`src/core/pressure_dsp_pkg.sv`:
```
package pressure_dsp_pkg;
  // self-test select codes
  localparam logic [3:0] SEL_NONE = 4'h0;
  localparam logic [3:0] SEL_CM = 4'h1;
  localparam logic [3:0] SEL_FIX0 = 4'h4;
  localparam logic [3:0] SEL_FIX3 = 4'h7;
  localparam logic [3:0] SEL_DIG0 = 4'hC;
  localparam logic [3:0] SEL_DIG3 = 4'hF;
  localparam logic [15:0] DIG_ABS1 = 16'h8171;
  localparam logic [15:0] DIG_ABS2 = 16'h6C95;
  localparam logic [15:0] DIG_ABS3 = 16'h807A;
  localparam logic [15:0] DIG_ABS4 = 16'h78AC;
  localparam logic [15:0] DIG_REL = 16'h8001;
  localparam logic [15:0] FIX_V0 = 16'h0000;
  localparam logic [15:0] FIX_V1 = 16'hAAAA;
  localparam logic [15:0] FIX_V2 = 16'h5555;
  localparam logic [15:0] FIX_V3 = 16'hFFFF;
  localparam int DECIM = 48;
  localparam int SINC_W = 23;
  localparam int CLK_MHZ = 25;
  localparam int MOD_RATE_MHZ = 1;
  localparam int MOD_DIV = CLK_MHZ / MOD_RATE_MHZ;
  localparam int SEL_RST = 0;
  localparam int FAIL_RST = 0;
  localparam int RETRY_DEF = 3;
  // automatic self-test timing in microseconds
  localparam int ST_START_US = 1000;
  localparam int ST_ITER_US = 2000;
  localparam int P0INIT_US = 3000;
  localparam int ST_START_CYC = ST_START_US * CLK_MHZ;
  localparam int ST_ITER_CYC = ST_ITER_US * CLK_MHZ;
  localparam int P0INIT_CYC = P0INIT_US * CLK_MHZ;
endpackage

```
`src/core/pressure_dsp_selftest_chain.sv`:
```
// What this block does
// - digital tests one to three force sinc output giving 8171h, 6C95h, 807Ah
// - digital test four gives 78ACh; relative result 8001h; constant output
// - running flag set while any digital or fixed-value test is selected
// - digital and fixed selections accepted only while lock bit clear
// - fixed codes block writes, force 0000h, AAAAh, 5555h, FFFFh
// - serial bus mode runs common-mode and digital tests automatically
// - auto test starts after fixed delay; each iteration bounded in time
// - failed iteration repeats up to retry limit
// - running flag clears on pass or when retries exhausted
// - final pass clears fail flag
// - final failure sets fail flag, init error, error message
// - auto-test fail flag sticks until device reset
// - afterwards average-pressure startup returns to phase one, then inits
// - modulator bit stream enters at 1 MHz
// - one sinc3 filter decimates by 48, top 16 of its 23 bits kept (divide by 128)
// - trim adds offset, pressure powers, temperature terms and cross term
// - four-bit select field picks the self-test
// - lock forces select to 0000 and blocks writes until reset
module pressure_dsp_selftest_chain
  import pressure_dsp_pkg::*;
#(
  parameter int RETRIES = RETRY_DEF,
  parameter int START_CYC = ST_START_CYC,
  parameter int ITER_CYC = ST_ITER_CYC,
  parameter int P0_CYC = P0INIT_CYC,
  parameter logic [15:0] CAL_OFS = 16'h0000,
  parameter logic [15:0] CAL_P = 16'h0001,
  parameter logic [15:0] CAL_PP = 16'h0000,
  parameter logic [15:0] CAL_PPP = 16'h0000,
  parameter logic [15:0] CAL_T = 16'h0000,
  parameter logic [15:0] CAL_TT = 16'h0000,
  parameter logic [15:0] CAL_PT = 16'h0000,
  parameter logic [15:0] TEMP_AMB = 16'h0000
) (
  // clock and reset
  input wire logic core_clk,
  input wire logic sys_rst,
  // modulator and temperature
  input wire logic mod_bit,
  input wire logic [15:0] temp_value,
  // configuration
  input wire logic [3:0] selftest_select_wdata,
  input wire logic selftest_select_we,
  input wire logic init_complete_lock_set,
  input wire logic serial_bus_mode,
  input wire logic [1:0] result_kind_select,
  input wire logic cm_test_pass,
  // status
  output logic [3:0] selftest_select,
  output logic init_complete_lock,
  output logic selftest_running,
  output logic selftest_fail,
  output logic init_error,
  output logic send_error_msg,
  output logic avg_pressure_restart,
  output logic avg_pressure_init,
  // results
  output logic [15:0] sensor_result_word,
  output logic [15:0] relative_result_word,
  output logic result_valid
);
  initial begin
    if (RETRIES < 0 || RETRIES > 255 || START_CYC < 1 || ITER_CYC < 2 ||
        P0_CYC < 2 || MOD_DIV < 2 || MOD_DIV > 32) $error("bad parameters");
  end
  typedef enum logic [2:0] {
    A_IDLE, A_WAIT, A_RUN, A_P0, A_DONE
  } auto_t;
  typedef struct packed {
    logic m1, m2;
    logic [4:0] div;
    logic bvld;
    logic [3:0] sel;
    logic lock;
    logic run, fail, ierr, emsg, p0rst, p0ini;
    auto_t st;
    logic [31:0] tmr;
    logic [7:0] tries;
    logic [15:0] res, rel;
    logic rvld;
  } state_t;
  state_t s_q, s_d;
  logic [SINC_W-1:0] sinc_w;
  logic sinc_v;
  sinc3_decim #(.RATIO(DECIM), .W(SINC_W)) u_sinc (
    .core_clk(core_clk),
    .sys_rst(sys_rst),
    .bit_in(s_q.m2),
    .bit_valid(s_q.bvld),
    .word_out(sinc_w),
    .word_valid(sinc_v)
  );
  logic [15:0] tin, dt, trim;
  logic [31:0] acc;
  logic dig, fix, auto_dig, iter_ok;
  logic [1:0] idx;
  always_comb begin
    s_d = s_q;
    s_d.m1 = mod_bit;
    s_d.m2 = s_q.m1;
    s_d.bvld = 1'b0;
    s_d.rvld = 1'b0;
    s_d.p0rst = 1'b0;
    // divide core clock to the modulator sample rate
    if (s_q.div == 5'(MOD_DIV - 1)) begin
      s_d.div = '0;
      s_d.bvld = 1'b1;
    end else begin
      s_d.div = s_q.div + 5'h01;
    end
    // lock is one-way until reset
    if (init_complete_lock_set) s_d.lock = 1'b1;
    if (s_q.lock) begin
      s_d.sel = SEL_NONE;
    end else if (selftest_select_we) begin
      s_d.sel = selftest_select_wdata;
    end
    idx = s_q.sel[1:0];
    dig = s_q.sel[3:2] == 2'b11;
    fix = s_q.sel[3:2] == 2'b01;
    auto_dig = s_q.st == A_RUN;
    // scale by 1/128: top 16 of the 23-bit filter word
    tin = sinc_w[SINC_W-1 -: 16];
    dt = temp_value - TEMP_AMB;
    acc = 32'(CAL_OFS) + 32'(CAL_P * tin) + 32'(CAL_PP * tin * tin) +
      32'(CAL_PPP * tin * tin * tin) + 32'(CAL_T * dt) +
      32'(CAL_TT * dt * dt) + 32'(CAL_PT * tin * dt);
    trim = acc[15:0];
    if (sinc_v) begin
      s_d.rvld = 1'b1;
      if (fix) begin
        // processor result is dropped while the fixed pattern holds
        case (idx)
          2'd0: s_d.res = FIX_V0;
          2'd1: s_d.res = FIX_V1;
          2'd2: s_d.res = FIX_V2;
          default: s_d.res = FIX_V3;
        endcase
        s_d.rel = s_d.res;
      end else if (dig || auto_dig) begin
        // forced sinc value: chain output is constant by construction
        case (auto_dig ? 2'd0 : idx)
          2'd0: s_d.res = DIG_ABS1;
          2'd1: s_d.res = DIG_ABS2;
          2'd2: s_d.res = DIG_ABS3;
          default: s_d.res = DIG_ABS4;
        endcase
        s_d.rel = DIG_REL;
      end else begin
        s_d.res = trim;
        s_d.rel = trim - s_q.res;
      end
    end
    // digital check in auto mode: forced value must reach the result
    iter_ok = cm_test_pass && (s_q.res == DIG_ABS1) && (s_q.rel == DIG_REL);
    case (s_q.st)
      A_IDLE: begin
        if (serial_bus_mode) begin
          s_d.st = A_WAIT;
          s_d.tmr = '0;
        end
      end
      A_WAIT: begin
        s_d.tmr = s_q.tmr + 32'h1;
        if (s_q.tmr == 32'(START_CYC - 1)) begin
          s_d.st = A_RUN;
          s_d.tmr = '0;
          s_d.tries = '0;
        end
      end
      A_RUN: begin
        s_d.tmr = s_q.tmr + 32'h1;
        if (s_q.tmr == 32'(ITER_CYC - 1)) begin
          s_d.tmr = '0;
          if (iter_ok) begin
            s_d.fail = 1'b0;
            s_d.st = A_P0;
            s_d.p0rst = 1'b1;
          end else if (s_q.tries == 8'(RETRIES)) begin
            s_d.fail = 1'b1;
            s_d.ierr = 1'b1;
            s_d.emsg = 1'b1;
            s_d.st = A_P0;
            s_d.p0rst = 1'b1;
          end else begin
            s_d.tries = s_q.tries + 8'h01;
          end
        end
      end
      A_P0: begin
        // average filter restarts at phase one then initializes
        s_d.tmr = s_q.tmr + 32'h1;
        if (s_q.tmr == 32'(P0_CYC - 1)) s_d.st = A_DONE;
      end
      A_DONE: begin
      end
      default: s_d.st = A_IDLE;
    endcase
    s_d.p0ini = s_d.st == A_P0;
    // fail flag never cleared later: only reset does that
    s_d.run = dig || fix || s_d.st == A_RUN;
  end
  always_ff @(posedge core_clk) begin
    if (sys_rst) begin
      s_q <= '0;
      s_q.st <= A_IDLE;
    end else begin
      s_q <= s_d;
    end
  end
  assign selftest_select = s_q.sel;
  assign init_complete_lock = s_q.lock;
  assign selftest_running = s_q.run;
  assign selftest_fail = s_q.fail;
  assign init_error = s_q.ierr;
  assign send_error_msg = s_q.emsg;
  assign avg_pressure_restart = s_q.p0rst;
  assign avg_pressure_init = s_q.p0ini;
  assign sensor_result_word = s_q.res;
  assign relative_result_word = s_q.rel;
  assign result_valid = s_q.rvld;

  property p_lock_clears;
    @(posedge core_clk) disable iff (sys_rst)
      init_complete_lock |=> selftest_select == 4'h0;
  endproperty
  a_lock_clears: assert property (p_lock_clears)
    else $error("select not cleared under lock");
  property p_lock_sticky;
    @(posedge core_clk) disable iff (sys_rst)
      init_complete_lock |=> init_complete_lock;
  endproperty
  a_lock_sticky: assert property (p_lock_sticky)
    else $error("lock dropped");
  property p_run_sel;
    @(posedge core_clk) disable iff (sys_rst)
      selftest_select[2] |=> selftest_running;
  endproperty
  a_run_sel: assert property (p_run_sel)
    else $error("running flag missing");
  property p_fix_val;
    @(posedge core_clk) disable iff (sys_rst)
      (result_valid && s_q.sel == 4'h5 && $past(s_q.sel) == 4'h5) |->
        sensor_result_word == 16'hAAAA;
  endproperty
  a_fix_val: assert property (p_fix_val)
    else $error("fixed pattern wrong");
  property p_dig_val;
    @(posedge core_clk) disable iff (sys_rst)
      (result_valid && s_q.sel == 4'hF && $past(s_q.sel) == 4'hF &&
       $past(s_q.st) != A_RUN) |-> sensor_result_word == 16'h78AC &&
        relative_result_word == 16'h8001;
  endproperty
  a_dig_val: assert property (p_dig_val)
    else $error("digital test value wrong");
  property p_fail_sticky;
    @(posedge core_clk) disable iff (sys_rst)
      selftest_fail |=> selftest_fail;
  endproperty
  a_fail_sticky: assert property (p_fail_sticky)
    else $error("fail flag cleared");
  property p_fail_msg;
    @(posedge core_clk) disable iff (sys_rst)
      $rose(selftest_fail) |-> init_error && send_error_msg;
  endproperty
  a_fail_msg: assert property (p_fail_msg)
    else $error("fail without error exit");
  property p_p0_restart;
    @(posedge core_clk) disable iff (sys_rst)
      avg_pressure_restart |=> avg_pressure_init;
  endproperty
  a_p0_restart: assert property (p_p0_restart)
    else $error("average filter not initialized");
  property p_sample_rate;
    @(posedge core_clk) disable iff (sys_rst)
      s_q.bvld |=> !s_q.bvld [*2];
  endproperty
  a_sample_rate: assert property (p_sample_rate)
    else $error("sample strobe too fast");
  // iteration timer must never run past its budget
  property p_iter_bound;
    @(posedge core_clk) disable iff (sys_rst)
      s_q.st == A_RUN |-> s_q.tmr < 32'(ITER_CYC);
  endproperty
  a_iter_bound: assert property (p_iter_bound)
    else $error("iteration overran its time");
  property p_retry_cap;
    @(posedge core_clk) disable iff (sys_rst)
      s_q.st == A_RUN |-> s_q.tries <= 8'(RETRIES);
  endproperty
  a_retry_cap: assert property (p_retry_cap)
    else $error("retry count beyond limit");
  // a manual selection may keep the flag up, so only check without one
  property p_run_ends;
    @(posedge core_clk) disable iff (sys_rst)
      (avg_pressure_restart && !$past(dig || fix)) |-> !selftest_running;
  endproperty
  a_run_ends: assert property (p_run_ends)
    else $error("running flag kept after auto test");
  c_fail: cover property (@(posedge core_clk) $rose(selftest_fail));
  c_pass: cover property (@(posedge core_clk)
    $fell(selftest_running) && !selftest_fail);
  c_dig: cover property (@(posedge core_clk)
    result_valid && sensor_result_word == 16'h8171);
  c_lock: cover property (@(posedge core_clk) $rose(init_complete_lock));
  c_fix: cover property (@(posedge core_clk)
    result_valid && sensor_result_word == 16'hAAAA);
endmodule

```
`src/core/sinc3_decim.sv`:
```
module sinc3_decim
  import pressure_dsp_pkg::*;
#(
  parameter int RATIO = DECIM,
  parameter int W = SINC_W
) (
  // clock and reset
  input wire logic core_clk,
  input wire logic sys_rst,
  // bit stream
  input wire logic bit_in,
  input wire logic bit_valid,
  // decimated word
  output logic [W-1:0] word_out,
  output logic word_valid
);
  initial begin
    if (RATIO < 2 || RATIO > 256 || W < 17) $error("sinc3_decim: bad parameters");
  end
  typedef struct packed {
    logic [W-1:0] i1, i2, i3, c1, c2, c3, y;
    logic [7:0] cnt;
    logic vld;
  } sinc_t;
  sinc_t s_q, s_d;
  logic [W-1:0] x, d1, d2, d3;
  always_comb begin
    s_d = s_q;
    s_d.vld = 1'b0;
    x = bit_in ? W'(1) : W'(0);
    d1 = '0;
    d2 = '0;
    d3 = '0;
    if (bit_valid) begin
      s_d.i1 = s_q.i1 + x;
      s_d.i2 = s_q.i2 + s_q.i1;
      s_d.i3 = s_q.i3 + s_q.i2;
      if (s_q.cnt == 8'(RATIO - 1)) begin
        s_d.cnt = '0;
        // wraparound arithmetic keeps the comb exact
        d1 = s_q.i3 - s_q.c1;
        d2 = d1 - s_q.c2;
        d3 = d2 - s_q.c3;
        s_d.c1 = s_q.i3;
        s_d.c2 = d1;
        s_d.c3 = d2;
        s_d.y = d3;
        s_d.vld = 1'b1;
      end else begin
        s_d.cnt = s_q.cnt + 8'h01;
      end
    end
  end
  always_ff @(posedge core_clk) begin
    if (sys_rst) s_q <= '0;
    else s_q <= s_d;
  end
  assign word_out = s_q.y;
  assign word_valid = s_q.vld;
endmodule

```
`config.mk`:
```
export PLATFORM = sky130hd
export DESIGN_NAME = pressure_dsp_selftest_chain
export DESIGN_NICKNAME = d
export VERILOG_FILES = /design/src/core/pressure_dsp_pkg.sv /design/src/core/pressure_dsp_selftest_chain.sv /design/src/core/sinc3_decim.sv
export SDC_FILE = /design/constraint.sdc
export NUM_CORES = 1
export LEC_CHECK = 0
export ABC_CLOCK_PERIOD_IN_PS = 13800
export BUFFER_PORTS_ARGS = -buffer_cell sky130_fd_sc_hd__buf_4
export CAP_MARGIN = 20
export CORE_AREA = 8 8 177 179
export CTS_CLUSTER_SIZE = 10
export DETAILED_ROUTE_END_ITERATION = 6
export DIE_AREA = 0 0 185 187
export PLACE_DENSITY = 0.77
export SLEW_MARGIN = 20
export SYNTH_ARGS = -nofsm -noshare
export SYNTH_HDL_FRONTEND = slang
export SYNTH_HIERARCHICAL = 1
export SYNTH_SLANG_ARGS = --single-unit
```
`constraint.sdc`:
```
create_clock -name core_clk -period 13.8 [get_ports core_clk]
set_input_delay 0.69 -clock core_clk [delete_from_list [all_inputs] [get_ports core_clk]]
set_output_delay 0.69 -clock core_clk [all_outputs]
set_load 0.02 [all_outputs]
```
### Word level (Yosys, flattened, before mapping)

Cells that the tools add are included.

* add/subtract/negate cells: 11
* eq/ne operators: 25
* muxes and demuxes: 24
* bitwise gates (word level): 4
* reduce and logical (&&, ||, !) cells: 20

Operator list (number)
* $pmux 32 s4: 1
* $pmux 16 s3: 2
* $mux 43: 2
* $add 23x23->23: 3
* $sub 23x23->23: 3
* $mux 32: 2
* $mux 35: 1
* $add 32x1->32 const B: 1
* $eq 16x16->1 const B: 2
* $eq 32x15->1 const B: 1
* $eq 32x16->1 const B: 1
* $eq 32x17->1 const B: 1
* $mux 8: 3
* $add 8x1->8 const B: 2
* $pmux 8 s2: 1
* $sub 16x16->16: 1
* $pmux 3 s5: 1
* $eq 3x2->1 const B: 4
* $mux 3: 3
* $eq 8x2->1 const B: 1
* $eq 8x6->1 const B: 1
* $ne 2x2->1 const B: 4
* $eq 2x1->1 const B: 3
* $eq 2x2->1 const B: 3
* 21 further kinds: 37

* flip-flop bits (word level): 264
* bits of input ports: 29
* output and inout bits: 44
* logic and storage cells: 110

### Depth between registers and ports, before layout

Gate-level depths: netlist of run 1.

* depth in word-level cells: 8
* depth in mapped cells: 28

### Cells and area by module

Netlist of run 1, hierarchy kept.

Modules (own cells, without submodules)
* sinc3_decim: times used 1, cells an instance 1437, area an instance 11453.5 µm², seq. area each 3403.3 µm²
* pressure_dsp_selftest_chain: times used 1, cells an instance 686, area an instance 5368.9 µm², seq. area each 1881.8 µm²

### Least setup slack after synthesis of run 1

No wires, ideal clock.

* kind: reg-to-reg
* start point: register u_sinc/s_q[101] (netlist bit)
* end point: register u_sinc.s_q, in the netlist u_sinc/word_out[19]
* library setup time: 0.117 ns
* arrival: 5.189 ns
* required time: 13.683 ns
* slack: 8.493 ns
* cell stages (with the launch flop): 24
* period minus slack after synthesis: 5.307 ns
* cells stage by stage: dfxtp_1 -> inv_1 -> ha_1 -> inv_1 -> fa_1 -> a211oi_2 -> o21ai_1 -> a31oi_2 -> o21ai_1 -> and2_1 -> nor2_1 -> ha_1 -> a21o_1 -> a221o_1 -> o31a_1 -> a21oi_1 -> ha_1 -> a21o_1 -> a21o_1 -> a21o_1 -> o311ai_0 -> a21oi_1 -> or3_1 -> a32o_1

* word-level cells in the longest chain between the ends: 3

RTL lines
* from (decl): RTL line sinc3_decim.sv:25 `sinc_t s_q, s_d;`
* from (signal assigned): RTL line sinc3_decim.sv:55 `if (sys_rst) s_q <= '0;`
* from (signal assigned): RTL line sinc3_decim.sv:56 `else s_q <= s_d;`
* $sub 23x23->23: RTL line sinc3_decim.sv:41 `d1 = s_q.i3 - s_q.c1;`
* $sub 23x23->23: RTL line sinc3_decim.sv:42 `d2 = d1 - s_q.c2;`
* $sub 23x23->23: RTL line sinc3_decim.sv:43 `d3 = d2 - s_q.c3;`

Every way passes these cells.
A chain may end at the register's enable or synchronous reset.

### Worst setup path in the final report of run 1

* start point: register u_sinc/s_q[101] (netlist bit)
* end point: register u_sinc.s_q, in the netlist u_sinc/word_out[22]

Same word-level chain as after synthesis.

==> out/results.ini, run 1 <==
[cells_and_area]
syn_to_final_growth_pct=6.816
antenna_cells=0
layout-drive-gt1-share=0.06833
fin_nets=2204
utilization=0.6195

[setup_path]
cp-start-kind=flop
critPathMaxFanout=5
cp_data_required_time_ns=14.24
reg2reg_to=u_sinc/word_out[22]$_SDFFE_PP0P_
crit_arrival_ns=6.40
end_kind=flop
worstRegToRegCells=26
ff2ff_setup_slack_ns=7.84
reg2reg_from=u_sinc/s_q[101]$_SDFFE_PP0P_
worstSetupPathType=flop to flop

[place]
dpl.hpwl_um=24260
pre_cts_ws_ns=7.919
place.gp.congestion=0.9177
portBuffers=54

[sta]
skew_ns=0.009159
min_period_ns=5.959
final-hold-violation-count=0
fmax_mhz=167.8
tightest_slew_ns=0.9770
tns_ns=0
setup_ws_ns=7.841
slew_viol_final=0
rsz0062_at_grt=no
maxSlewHeadroom=0.3463
setup_viol=0
fin_crit_sh=0.4318

[global_route]
grt_pass1_wl_um=59560
use_met2=0.3558
grt_start_max_net_pins=146
overflow=0
grt_pass1_vias=13510
use_met1=0.2270
grt_usage=0.1951
busiest_layer=met2
antenna_found_initial=0
globalRouteMet3Util=0.02720

[power_and_ir_drop]
p_switching_mw=0.3243
p_seq_frac=0.498
cellPowerDensity_nw_per_um2=85.78
pwr-share-comb=0.024
swShare=0.2150
p_leak_nw=7.090
clockPowerShare=0.478
p_total_mw=1.509
p_int_mw=1.184
ir_drop_uv=75.11

[run]
maxCapViolCount=0

[run_status]
outcome=finished clean

[synth]
yosys_warnings=6
synthesis.area_um2=16470
synthCells=2079
syn_area_per_cell_um2=7.921
syn_nets=2246

[worst_hold_path]
min_from=init_complete_lock_set
hold_path.class=primary input to flop
holdPathEnd=init_complete_lock$_SDFFE_PP0P_
hold_path_depth=3

[detailed_routing]
firstDrtPassIters=5
detail-route-antenna-nets=0
wl_um=34700
drt-initial-drc-count=861
via_per_inst=5.756
drc=0
wl_per_cell_um=14.26
num_vias=14010

[floorplan]
dieArea_um2=34600
io_pins=73
die_h_um=187
die_x_um=185
fp-row-count=62
core_um2=28390
initial_core_util=0.5800

[clock_tree]
postCtsResizedCells=0
hold_buffers=0
htree_levels=1
cts_tree=done
cts_num_sinks=257
clock_latency_ns=0.56
clk_pin_slew_worst_paths_ns=0.06
cts-root-buf=clkbuf_16
cts_buffer_depth=3
post-cts-setup-buffers=0
cts_buffers=31

-- how the worst max path moves through the flow --
stage	from	depth (start not counted)	endpoint	slack [ns]
2_1_floorplan	u_sinc/s_q[101]$_SDFFE_PP0P_	23	u_sinc/word_out[19]$_SDFFE_PP0P_	8.49
3_3_place_gp	u_sinc/s_q[101]$_SDFFE_PP0P_	23	u_sinc/word_out[19]$_SDFFE_PP0P_	7.95
3_5_place_dp	u_sinc/s_q[101]$_SDFFE_PP0P_	23	u_sinc/word_out[19]$_SDFFE_PP0P_	7.92
4_1_cts	u_sinc/s_q[101]$_SDFFE_PP0P_	23	u_sinc/word_out[19]$_SDFFE_PP0P_	7.86
5_1_grt	u_sinc/s_q[101]$_SDFFE_PP0P_	24	u_sinc/word_out[21]$_SDFFE_PP0P_	7.50
6_report	u_sinc/s_q[101]$_SDFFE_PP0P_	26	u_sinc/word_out[22]$_SDFFE_PP0P_	7.84
-- registers in the layout (all words and copies together) (netlist names) --
register / cells
avg_pressure_init: 1
init_complete_lock: 1
sensor_result_word: 16
s_q: 50
s_d: 1
send_error_msg: 1
avg_pressure_restart: 1
result_valid: 1
u_sinc/word_valid: 1
selftest_fail: 1
u_sinc/word_out: 16
selftest_running: 1
relative_result_word: 16
u_sinc/s_q: 146
selftest_select: 4
-- routing by layer --
metal  wire length (µm)  share of wire
met1              15410           0.44
met2              16750           0.48
met3               1483          0.043
met4               1060          0.031
met5                  0              0
-- power groups by stage --
stage                     combinational (mW)  sequential (mW)  clock [mW]
after floorplan                       0.0288            0.764           0
after global placement                0.0346            0.767           0
after detailed placement              0.0356            0.767           0
after CTS                             0.0358            0.751       0.736
after global routing                  0.0400            0.751       0.765
final                                 0.0359            0.752       0.721
-- layout make-up --
type,count,area [µm²]
fill,2500,10800
multi-input combinational,1554,10100
sequential,257,5146
clock buffer,43,870.8
timing repair buffer,64,496.7
inverter,129,484.2
tap,384,480.5
clock inverter,2,10.01
-- critical path, stage by stage (launching register included) --
cell      delay, ns
dfxtp_1        0.34
inv_1          0.07
ha_1           0.15
inv_1          0.05
fa_1           0.42
a211oi_2       0.35
o21ai_1        0.14
a31oi_2        0.21
o21ai_1        0.17
and2_1         0.21
nor2_1         0.15
ha_1           0.30
a21o_1         0.20
a221o_1        0.40
o31a_1         0.35
a21oi_1        0.20
ha_1           0.33
a21o_1         0.20
a21o_1         0.19
a21oi_1        0.27
o22ai_1        0.12
a41oi_1        0.31
nand2b_1       0.10
a31oi_1        0.21
xnor2_1        0.16
xnor2_1        0.08
a22o_1         0.19
-- placed cells by master, fill, tap and decap left out, types with 8 or more instances in the layout --
cell	instances
o31ai_1	18
o22ai_1	9
nand2_1	228
nor4b_1	8
nor3b_1	8
mux2i_1	35
a21oi_1	185
a22o_1	11
a211oi_1	23
xnor2_1	61
nor3_1	59
nand4_1	18
nand2b_1	35
o21bai_1	12
a31oi_1	24
or3_1	16
o21ai_0	112
o21a_1	14
nor2b_1	23
and3_1	28
dfxtp_1	256
nor4_1	10
buf_4	62
a21o_1	55
xor2_1	61
ha_1	132
nor2_1	186
inv_1	129
nand3_1	54
clkbuf_16	31
-- per-stage QoR --
step / hold WS [ns] / area [µm²] / std cells
after detailed placement: 0.4465 / 16700 / 2388
after floorplan: 0.4138 / 16470 / 2079
after CTS: 0.3397 / 17580 / 2433
after global routing: 0.3672 / 17590 / 2433
final: 0.3473 / 17590 / 2433
after global placement: 0.4380 / 16700 / 2388
Note: power is estimated with default switching activity, not from simulation.
==> run 2: changes to the inputs <==
--- a/config.mk
+++ b/config.mk
@@ -5,13 +5,13 @@
 export SDC_FILE = /design/constraint.sdc
 export NUM_CORES = 1
 export LEC_CHECK = 0
-export ABC_CLOCK_PERIOD_IN_PS = 13800
+export ABC_CLOCK_PERIOD_IN_PS = 4800
 export BUFFER_PORTS_ARGS = -buffer_cell sky130_fd_sc_hd__buf_4
 export CAP_MARGIN = 20
-export CORE_AREA = 8 8 177 179
+export CORE_AREA = 8 8 181 183
 export CTS_CLUSTER_SIZE = 10
 export DETAILED_ROUTE_END_ITERATION = 6
-export DIE_AREA = 0 0 185 187
+export DIE_AREA = 0 0 189 191
 export PLACE_DENSITY = 0.77
 export SLEW_MARGIN = 20
 export SYNTH_ARGS = -nofsm -noshare
==> constraint.sdc (replaced) <==
create_clock -name core_clk -period 4.8 [get_ports core_clk]
set_input_delay 0.24 -clock core_clk [delete_from_list [all_inputs] [get_ports core_clk]]
set_output_delay 0.24 -clock core_clk [all_outputs]
set_load 0.02 [all_outputs]
==> run 2 against run 1 <==
  * The run now ends with negative setup slack left
  * Wire length is 7.7% higher
  * Cell count is 5.7% higher
  * Total power grew to 2.9 times the previous value
  * Setup slack worse by 8.2 ns
  * Final area is 6.9% higher
  * Critical endpoint is now u_sinc/word_out[19]$_SDFFE_PP0P_
==> out/results.ini, run 2 (same netlist as run 1, synthesis figures left out) <==
[cells_and_area]
top_regs=u_sinc/s_q x146, s_q x50
stdcell_count=2571  ; +5.7%
regMostFlops=u_sinc/s_q
utilization=0.6262  ; +0.006695
num-fill-cells=2515  ; +0.60%
seqCellArea_um2=5150  ; about the same
largest_reg_flops=146  ; unchanged
antenna_cells=0  ; unchanged
final_cell_mix=253 x dfxtp_1, 228 x nand2_1, 183 x nor2_1
syn_to_final_growth_pct=14.19
mostFrequentLayoutCell=dfxtp_1
multiInputGateArea_um2=10380  ; +2.7%
fin_nets=2330  ; +5.7%
final_cell_area_um2=18800  ; +6.9%
layout-drive-gt1-share=0.1425  ; +0.07420

[global_route]
grt_pass1_vias=14170  ; +4.9%
overflow=0  ; unchanged
grt_usage=0.1974  ; +0.002269
grt_start_max_net_pins=76  ; -48%
grt_pass1_wl_um=63050  ; +5.9%
antenna_found_initial=0  ; unchanged

[sta]
tns_ns=-1.495  ; -1.495 ns
min_period_ns=5.125  ; -0.8343 ns
skew_ns=0.01786  ; +0.008699 ns
fmax_mhz=195.1  ; +16%
setup_viol=6  ; +6
final-hold-violation-count=0  ; unchanged
setup_ws_ns=-0.3248  ; -8.166 ns
hold_slack_ns=0.04162  ; -0.3057 ns
tightest_slew_ns=1.067  ; +0.09029 ns
fin_crit_sh=1.068  ; +0.6359
slew_viol_final=0  ; unchanged
maxSlewHeadroom=0.2858  ; -0.06042
rsz0062_at_grt=yes

[setup_path]
ff2ff_setup_slack_ns=-0.32  ; -8.17 ns
crit_slowest_cell=fa_2
reg2reg_from=u_sinc/s_q[101]$_SDFFE_PP0P_
cp_data_required_time_ns=5.25  ; -8.99 ns
worstRegToRegCells=25  ; -3.8%
critPathMaxFanout=3  ; -2
crit_arrival_ns=5.57  ; -0.83 ns
max_stage_delay_ns=0.35  ; -0.07 ns
worstSetupPathType=flop to flop
end_kind=flop
cp-start-kind=flop
reg2reg_to=u_sinc/word_out[19]$_SDFFE_PP0P_

[power_and_ir_drop]
p_int_mw=3.356  ; +180%
ir_drop_uv=246.9  ; +230%
swShare=0.2213  ; +0.006316
clockPowerShare=0.473  ; -0.005
p_seq_frac=0.501  ; +0.003
pwr-share-comb=0.025  ; about the same
p_leak_nw=7.778  ; +9.7%
p_switching_mw=0.9536  ; +190%
p_total_mw=4.310  ; +190%
cellPowerDensity_nw_per_um2=229.2  ; +170%

[detailed_routing]
wl_met2_um=18670  ; +11%
drt-initial-drc-count=747  ; -13%
wl_per_cell_um=14.54  ; +2.0%
detail-route-antenna-nets=0  ; unchanged
firstDrtPassIters=5  ; unchanged
wl_met3_um=1657  ; +12%
drc=0  ; unchanged
wl_um=37390  ; +7.7%
highest_layer=met4
wl_met1_um=16160  ; +4.8%
via_per_inst=5.713  ; -0.75%
num_vias=14690  ; +4.9%

[floorplan]
fp-row-count=64  ; +3.2%
die_x_um=189  ; +2.2%
io_pins=73  ; unchanged
initial_core_util=0.5484  ; -0.03161
core_um2=30030  ; +5.8%
die_h_um=191  ; +2.1%
dieArea_um2=36100  ; +4.3%

[run_status]
outcome=finished, violations left
violations=negative setup slack

[clock_tree]
clk_pin_slew_worst_paths_ns=0.06  ; about the same
cts_num_sinks=257  ; unchanged
clock_latency_ns=0.55  ; about the same
cts_tree=done
cts_buffer_depth=3  ; unchanged
htree_levels=1  ; unchanged
cts-root-buf=clkbuf_16
cts_buffers=31  ; unchanged

[worst_hold_path]
hold_path_depth=3  ; unchanged
hold_path.class=primary input to flop
min_from=selftest_select_we
holdPathEnd=selftest_select[1]$_SDFFE_PP0P_

[place]
placed_cell_area_um2=17560  ; +5.1%
portBuffers=54  ; unchanged
dp_cells=2508  ; +5.0%
pre_cts_ws_ns=-0.5154  ; -8.434 ns
place.gp.congestion=0.9153  ; -0.26%
dpl.hpwl_um=25950  ; +6.9%

[run]
maxCapViolCount=0  ; unchanged

run 2: changes by cell type in the layout (fill, tap and decap cells not counted), moves of 4 or more:
cell and delta:
xnor2_2 +5, a21oi_1 -14, clkbuf_8 -4, o21ai_2 +5
buf_4 +120, dlygate4sd3_1 +5, xnor2_1 -5, a21oi_2 +13
o21ai_0 -7
run 2: final cells by class:
cell class,count,area share
multi-input combinational,1554,0.5517
clock inverter,3,0.001198
sequential,257,0.2739
tap,396,0.02635
timing repair buffer,190,0.07712
inverter,129,0.02575
clock buffer,42,0.04398
run 2: power by group through the flow:
stage,Sequential [mW],Combinational [mW],Clock [mW]
global placement,2.20,0.102,0
finish,2.16,0.110,2.04
floorplan,2.20,0.0827,0
global route,2.16,0.121,2.18
CTS,2.16,0.109,2.09
detailed placement,2.20,0.105,0
run 2: layer usage:
| metal | vias to the layer above | global-route usage |
|---|---|---|
| met1 | 6896 | 0.2244 |
| met4 | 0 | 0.06494 |
| met5 | - | 0 |
| met3 | 81 | 0.02773 |
| li1 | 7400 | - |
| met2 | 312 | 0.3733 |
run 2: worst max-delay path, delay by kind of cell, from the launching register on:
kind	cells	cell delay [ns]
AND/OR/NAND/NOR	5	0.81
XOR/XNOR	1	0.20
adder cells (fa/ha/maj)	4	1.03
flip-flops	1	0.32
AO/OA/AOI/OAI	11	2.31
buffers and inverters	4	0.33
run 2: worst max-delay path by stage:
| stage | to | cells past startpoint | startpoint |
|---|---|---|---|
| floorplan | u_sinc/word_out[22]$_SDFFE_PP0P_ | 26 | u_sinc/s_q[101]$_SDFFE_PP0P_ |
| finish | u_sinc/word_out[19]$_SDFFE_PP0P_ | 25 | u_sinc/s_q[101]$_SDFFE_PP0P_ |
| CTS | u_sinc/word_out[22]$_SDFFE_PP0P_ | 27 | u_sinc/s_q[101]$_SDFFE_PP0P_ |
| global route | u_sinc/word_out[20]$_SDFFE_PP0P_ | 29 | u_sinc/s_q[101]$_SDFFE_PP0P_ |
| global placement | u_sinc/word_out[22]$_SDFFE_PP0P_ | 26 | u_sinc/s_q[101]$_SDFFE_PP0P_ |
| detailed placement | u_sinc/word_out[22]$_SDFFE_PP0P_ | 26 | u_sinc/s_q[101]$_SDFFE_PP0P_ |
run 2: repair_timing:
action	in CTS	in global routing
setup endpoints to repair	7	11
resized for setup	25	28
hold buffers	5	0
buffers inserted	8	7
pin swaps	30	47
hold endpoints to repair	5	0
cloned	0	0
==> run 3: changes to the inputs <==
--- a/config.mk
+++ b/config.mk
@@ -5,13 +5,13 @@
 export SDC_FILE = /design/constraint.sdc
 export NUM_CORES = 1
 export LEC_CHECK = 0
-export ABC_CLOCK_PERIOD_IN_PS = 4800
+export ABC_CLOCK_PERIOD_IN_PS = 5100
 export BUFFER_PORTS_ARGS = -buffer_cell sky130_fd_sc_hd__buf_4
 export CAP_MARGIN = 20
-export CORE_AREA = 8 8 181 183
+export CORE_AREA = 8 8 177 179
 export CTS_CLUSTER_SIZE = 10
 export DETAILED_ROUTE_END_ITERATION = 6
-export DIE_AREA = 0 0 189 191
+export DIE_AREA = 0 0 185 187
 export PLACE_DENSITY = 0.77
 export SLEW_MARGIN = 20
 export SYNTH_ARGS = -nofsm -noshare
==> constraint.sdc (replaced) <==
create_clock -name core_clk -period 5.1 [get_ports core_clk]
set_input_delay 0.255 -clock core_clk [delete_from_list [all_inputs] [get_ports core_clk]]
set_output_delay 0.255 -clock core_clk [all_outputs]
set_load 0.02 [all_outputs]
==> run 3 against run 2 <==
  * The run still ends with negative setup slack left
  * Cell count fell by 2.5%
  * Final area down 2.4%
  * Sequential power is 6% lower
  * Non-clock buffer count fell by 52
  * Setup slack improved by 0.19 ns
  * Utilization up 2.0 points
  * Total power decreased by 6.2%
  * Combinational power down 9.8%
  * Critical endpoint is now u_sinc/word_out[22]$_SDFFE_PP0P_
==> out/results.ini, run 3 (same netlist as run 1, synthesis figures left out) <==
[place]
place.gp.congestion=0.8934  ; -2.4%
portBuffers=54  ; unchanged
placed_cell_area_um2=17160  ; -2.3%
dpl.hpwl_um=26770  ; +3.2%

[sta]
min_period_ns=5.233  ; +0.1079 ns
setup_ws_ns=-0.1328  ; +0.1921 ns
maxSlewHeadroom=0.2548  ; -0.03108
hold_slack_ns=0.03460  ; -0.007019 ns
setup_viol=3  ; -3
tightest_slew_ns=1.114  ; +0.04644 ns
final-hold-violation-count=0  ; unchanged
fmax_mhz=191.1  ; -2.1%
rsz0062_at_grt=yes
skew_ns=0.01427  ; -0.003590 ns
slew_viol_final=0  ; unchanged
fin_crit_sh=1.026  ; -0.04164

[cells_and_area]
regMostFlops=u_sinc/s_q
multiInputGateArea_um2=10350  ; -0.19%
num-fill-cells=2434  ; -3.2%
antenna_cells=0  ; unchanged
final_cell_mix=254 x dfxtp_1, 228 x nand2_1, 181 x nor2_1
seqCellArea_um2=5149  ; about the same
final_cell_area_um2=18360  ; -2.4%
fin_nets=2278  ; -2.2%
mostFrequentLayoutCell=dfxtp_1
largest_reg_flops=146  ; unchanged
top_regs=u_sinc/s_q x146, s_q x50
syn_to_final_growth_pct=11.49
layout-drive-gt1-share=0.1192  ; -0.02330

[clock_tree]
htree_levels=1  ; unchanged
clock_latency_ns=0.55  ; about the same
cts_buffers=31  ; unchanged
clk_pin_slew_worst_paths_ns=0.05  ; about the same
cts_buffer_depth=3  ; unchanged
cts-root-buf=clkbuf_16
cts_num_sinks=257  ; unchanged
cts_tree=done

[floorplan]
initial_core_util=0.5800  ; +0.03161
die_x_um=185  ; -2.1%
core_um2=28390  ; -5.5%
fp-row-count=62  ; -3.1%
dieArea_um2=34600  ; -4.2%
die_h_um=187  ; -2.1%
io_pins=73  ; unchanged

[global_route]
overflow=0  ; unchanged
grt_pass1_wl_um=63780  ; +1.2%
grt_usage=0.2125  ; +0.01513
grt_pass1_vias=13940  ; -1.6%
grt_start_max_net_pins=81  ; +6.6%
antenna_found_initial=0  ; unchanged

[setup_path]
worst-path-stages=29  ; +16%
cp_num_buf_inv=4  ; unchanged
crit_arrival_ns=5.67  ; +0.10 ns
end_kind=flop
critPathMaxFanout=4  ; +1
max_stage_delay_ns=0.35  ; about the same
crit_slowest_cell=fa_2
cp_data_required_time_ns=5.54  ; +0.29 ns
worstRegToRegCells=29  ; +16%
crit_family=compound AO/OA/AOI/OAI gates
worstSetupPathType=flop to flop
cp-start-kind=flop

[detailed_routing]
via_per_inst=5.745  ; +0.56%
detail-route-antenna-nets=0  ; unchanged
drt-initial-drc-count=830  ; +11%
wl_per_cell_um=15.21  ; +4.6%
drc=0  ; unchanged
num_vias=14400  ; -2.0%
firstDrtPassIters=5  ; unchanged
wl_um=38120  ; +2.0%

[worst_hold_path]
hold_path_depth=3  ; unchanged
hold_path.class=primary input to flop

[power_and_ir_drop]
ir_drop_uv=240.7  ; -2.5%
p_leak_nw=7.479  ; -3.8%
cellPowerDensity_nw_per_um2=220.2  ; -3.9%

[run_status]
violations=negative setup slack
outcome=finished, violations left

[run]
maxCapViolCount=0  ; unchanged

[run 3: final cells by class]
class                      count  area share
clock buffer                  42     0.04505
clock inverter                 2   0.0007497
inverter                     129     0.02637
multi-input combinational   1554      0.5640
sequential                   257      0.2804
tap                          384     0.02617
timing repair buffer         138     0.05718
[run 3: tightest hold or removal path, delay by kind of cell]
kind	cells	cell delay [ns]
and+or+nand+nor	1	0.13
buffers and inverters	1	0.08
muxes	1	0.07
[run 3: path summary, 6_finish.rpt]
check / startpoint / endpoint / slack, ns
setup / recovery: u_sinc/s_q[101]$_SDFFE_PP0P_ / u_sinc/word_out[22]$_SDFFE_PP0P_ / -0.13
hold reg to reg: u_sinc/s_q[86]$_SDFFE_PP0P_ / u_sinc/s_q[86]$_SDFFE_PP0P_ / 0.45
setup reg to reg: u_sinc/s_q[101]$_SDFFE_PP0P_ / u_sinc/word_out[22]$_SDFFE_PP0P_ / -0.13
hold / removal: selftest_select_wdata[0] / selftest_select[0]$_SDFFE_PP0P_ / 0.03
[run 3: through the flow]
stage | worst slack, ns | total power, mW | cells | util | TNS, ns
2_1_floorplan | -0.02484 | 2.145 | 2079 | - | -0.02484
6_report | -0.1328 | 4.043 | 2506 | 0.6466 | -0.1966
3_3_place_gp | -0.1268 | 2.166 | 2446 | 0.6041 | -0.3979
3_5_place_dp | -0.2350 | 2.169 | 2446 | 0.6043 | -0.8012
4_1_cts | -0.09216 | 4.088 | 2500 | 0.6414 | -0.1643
5_1_grt | -0.4099 | 4.183 | 2506 | 0.6466 | -1.540
[run 3: where the power goes]
| part | leakage (nW) | switching (mW) | internal, mW |
|---|---|---|---|
| registers | 2.07 | 0.0146 | 2.02 |
| clock network | 0.409 | 0.807 | 1.11 |
| logic | 5.00 | 0.0688 | 0.0304 |
| total | 7.48 | 0.890 | 3.15 |
[run 3: routing by layer]
layer / global-route usage / part of all wire / up-vias
li1: - / - / 7299
met1: 0.2373 / 0.42 / 6689
met2: 0.3832 / 0.49 / 305
met3: 0.03225 / 0.042 / 105
met4: 0.1075 / 0.050 / 0
met5: 0 / 0 / -
[run 3: repair_timing]
action | CTS | global route
hold endpoints to repair | 4 | 0
gates resized for setup | 25 | 24
pin swaps | 26 | 24
setup buffers | 6 | 7
hold buffers | 4 | 0
endpoints found under the setup margin | 5 | 10
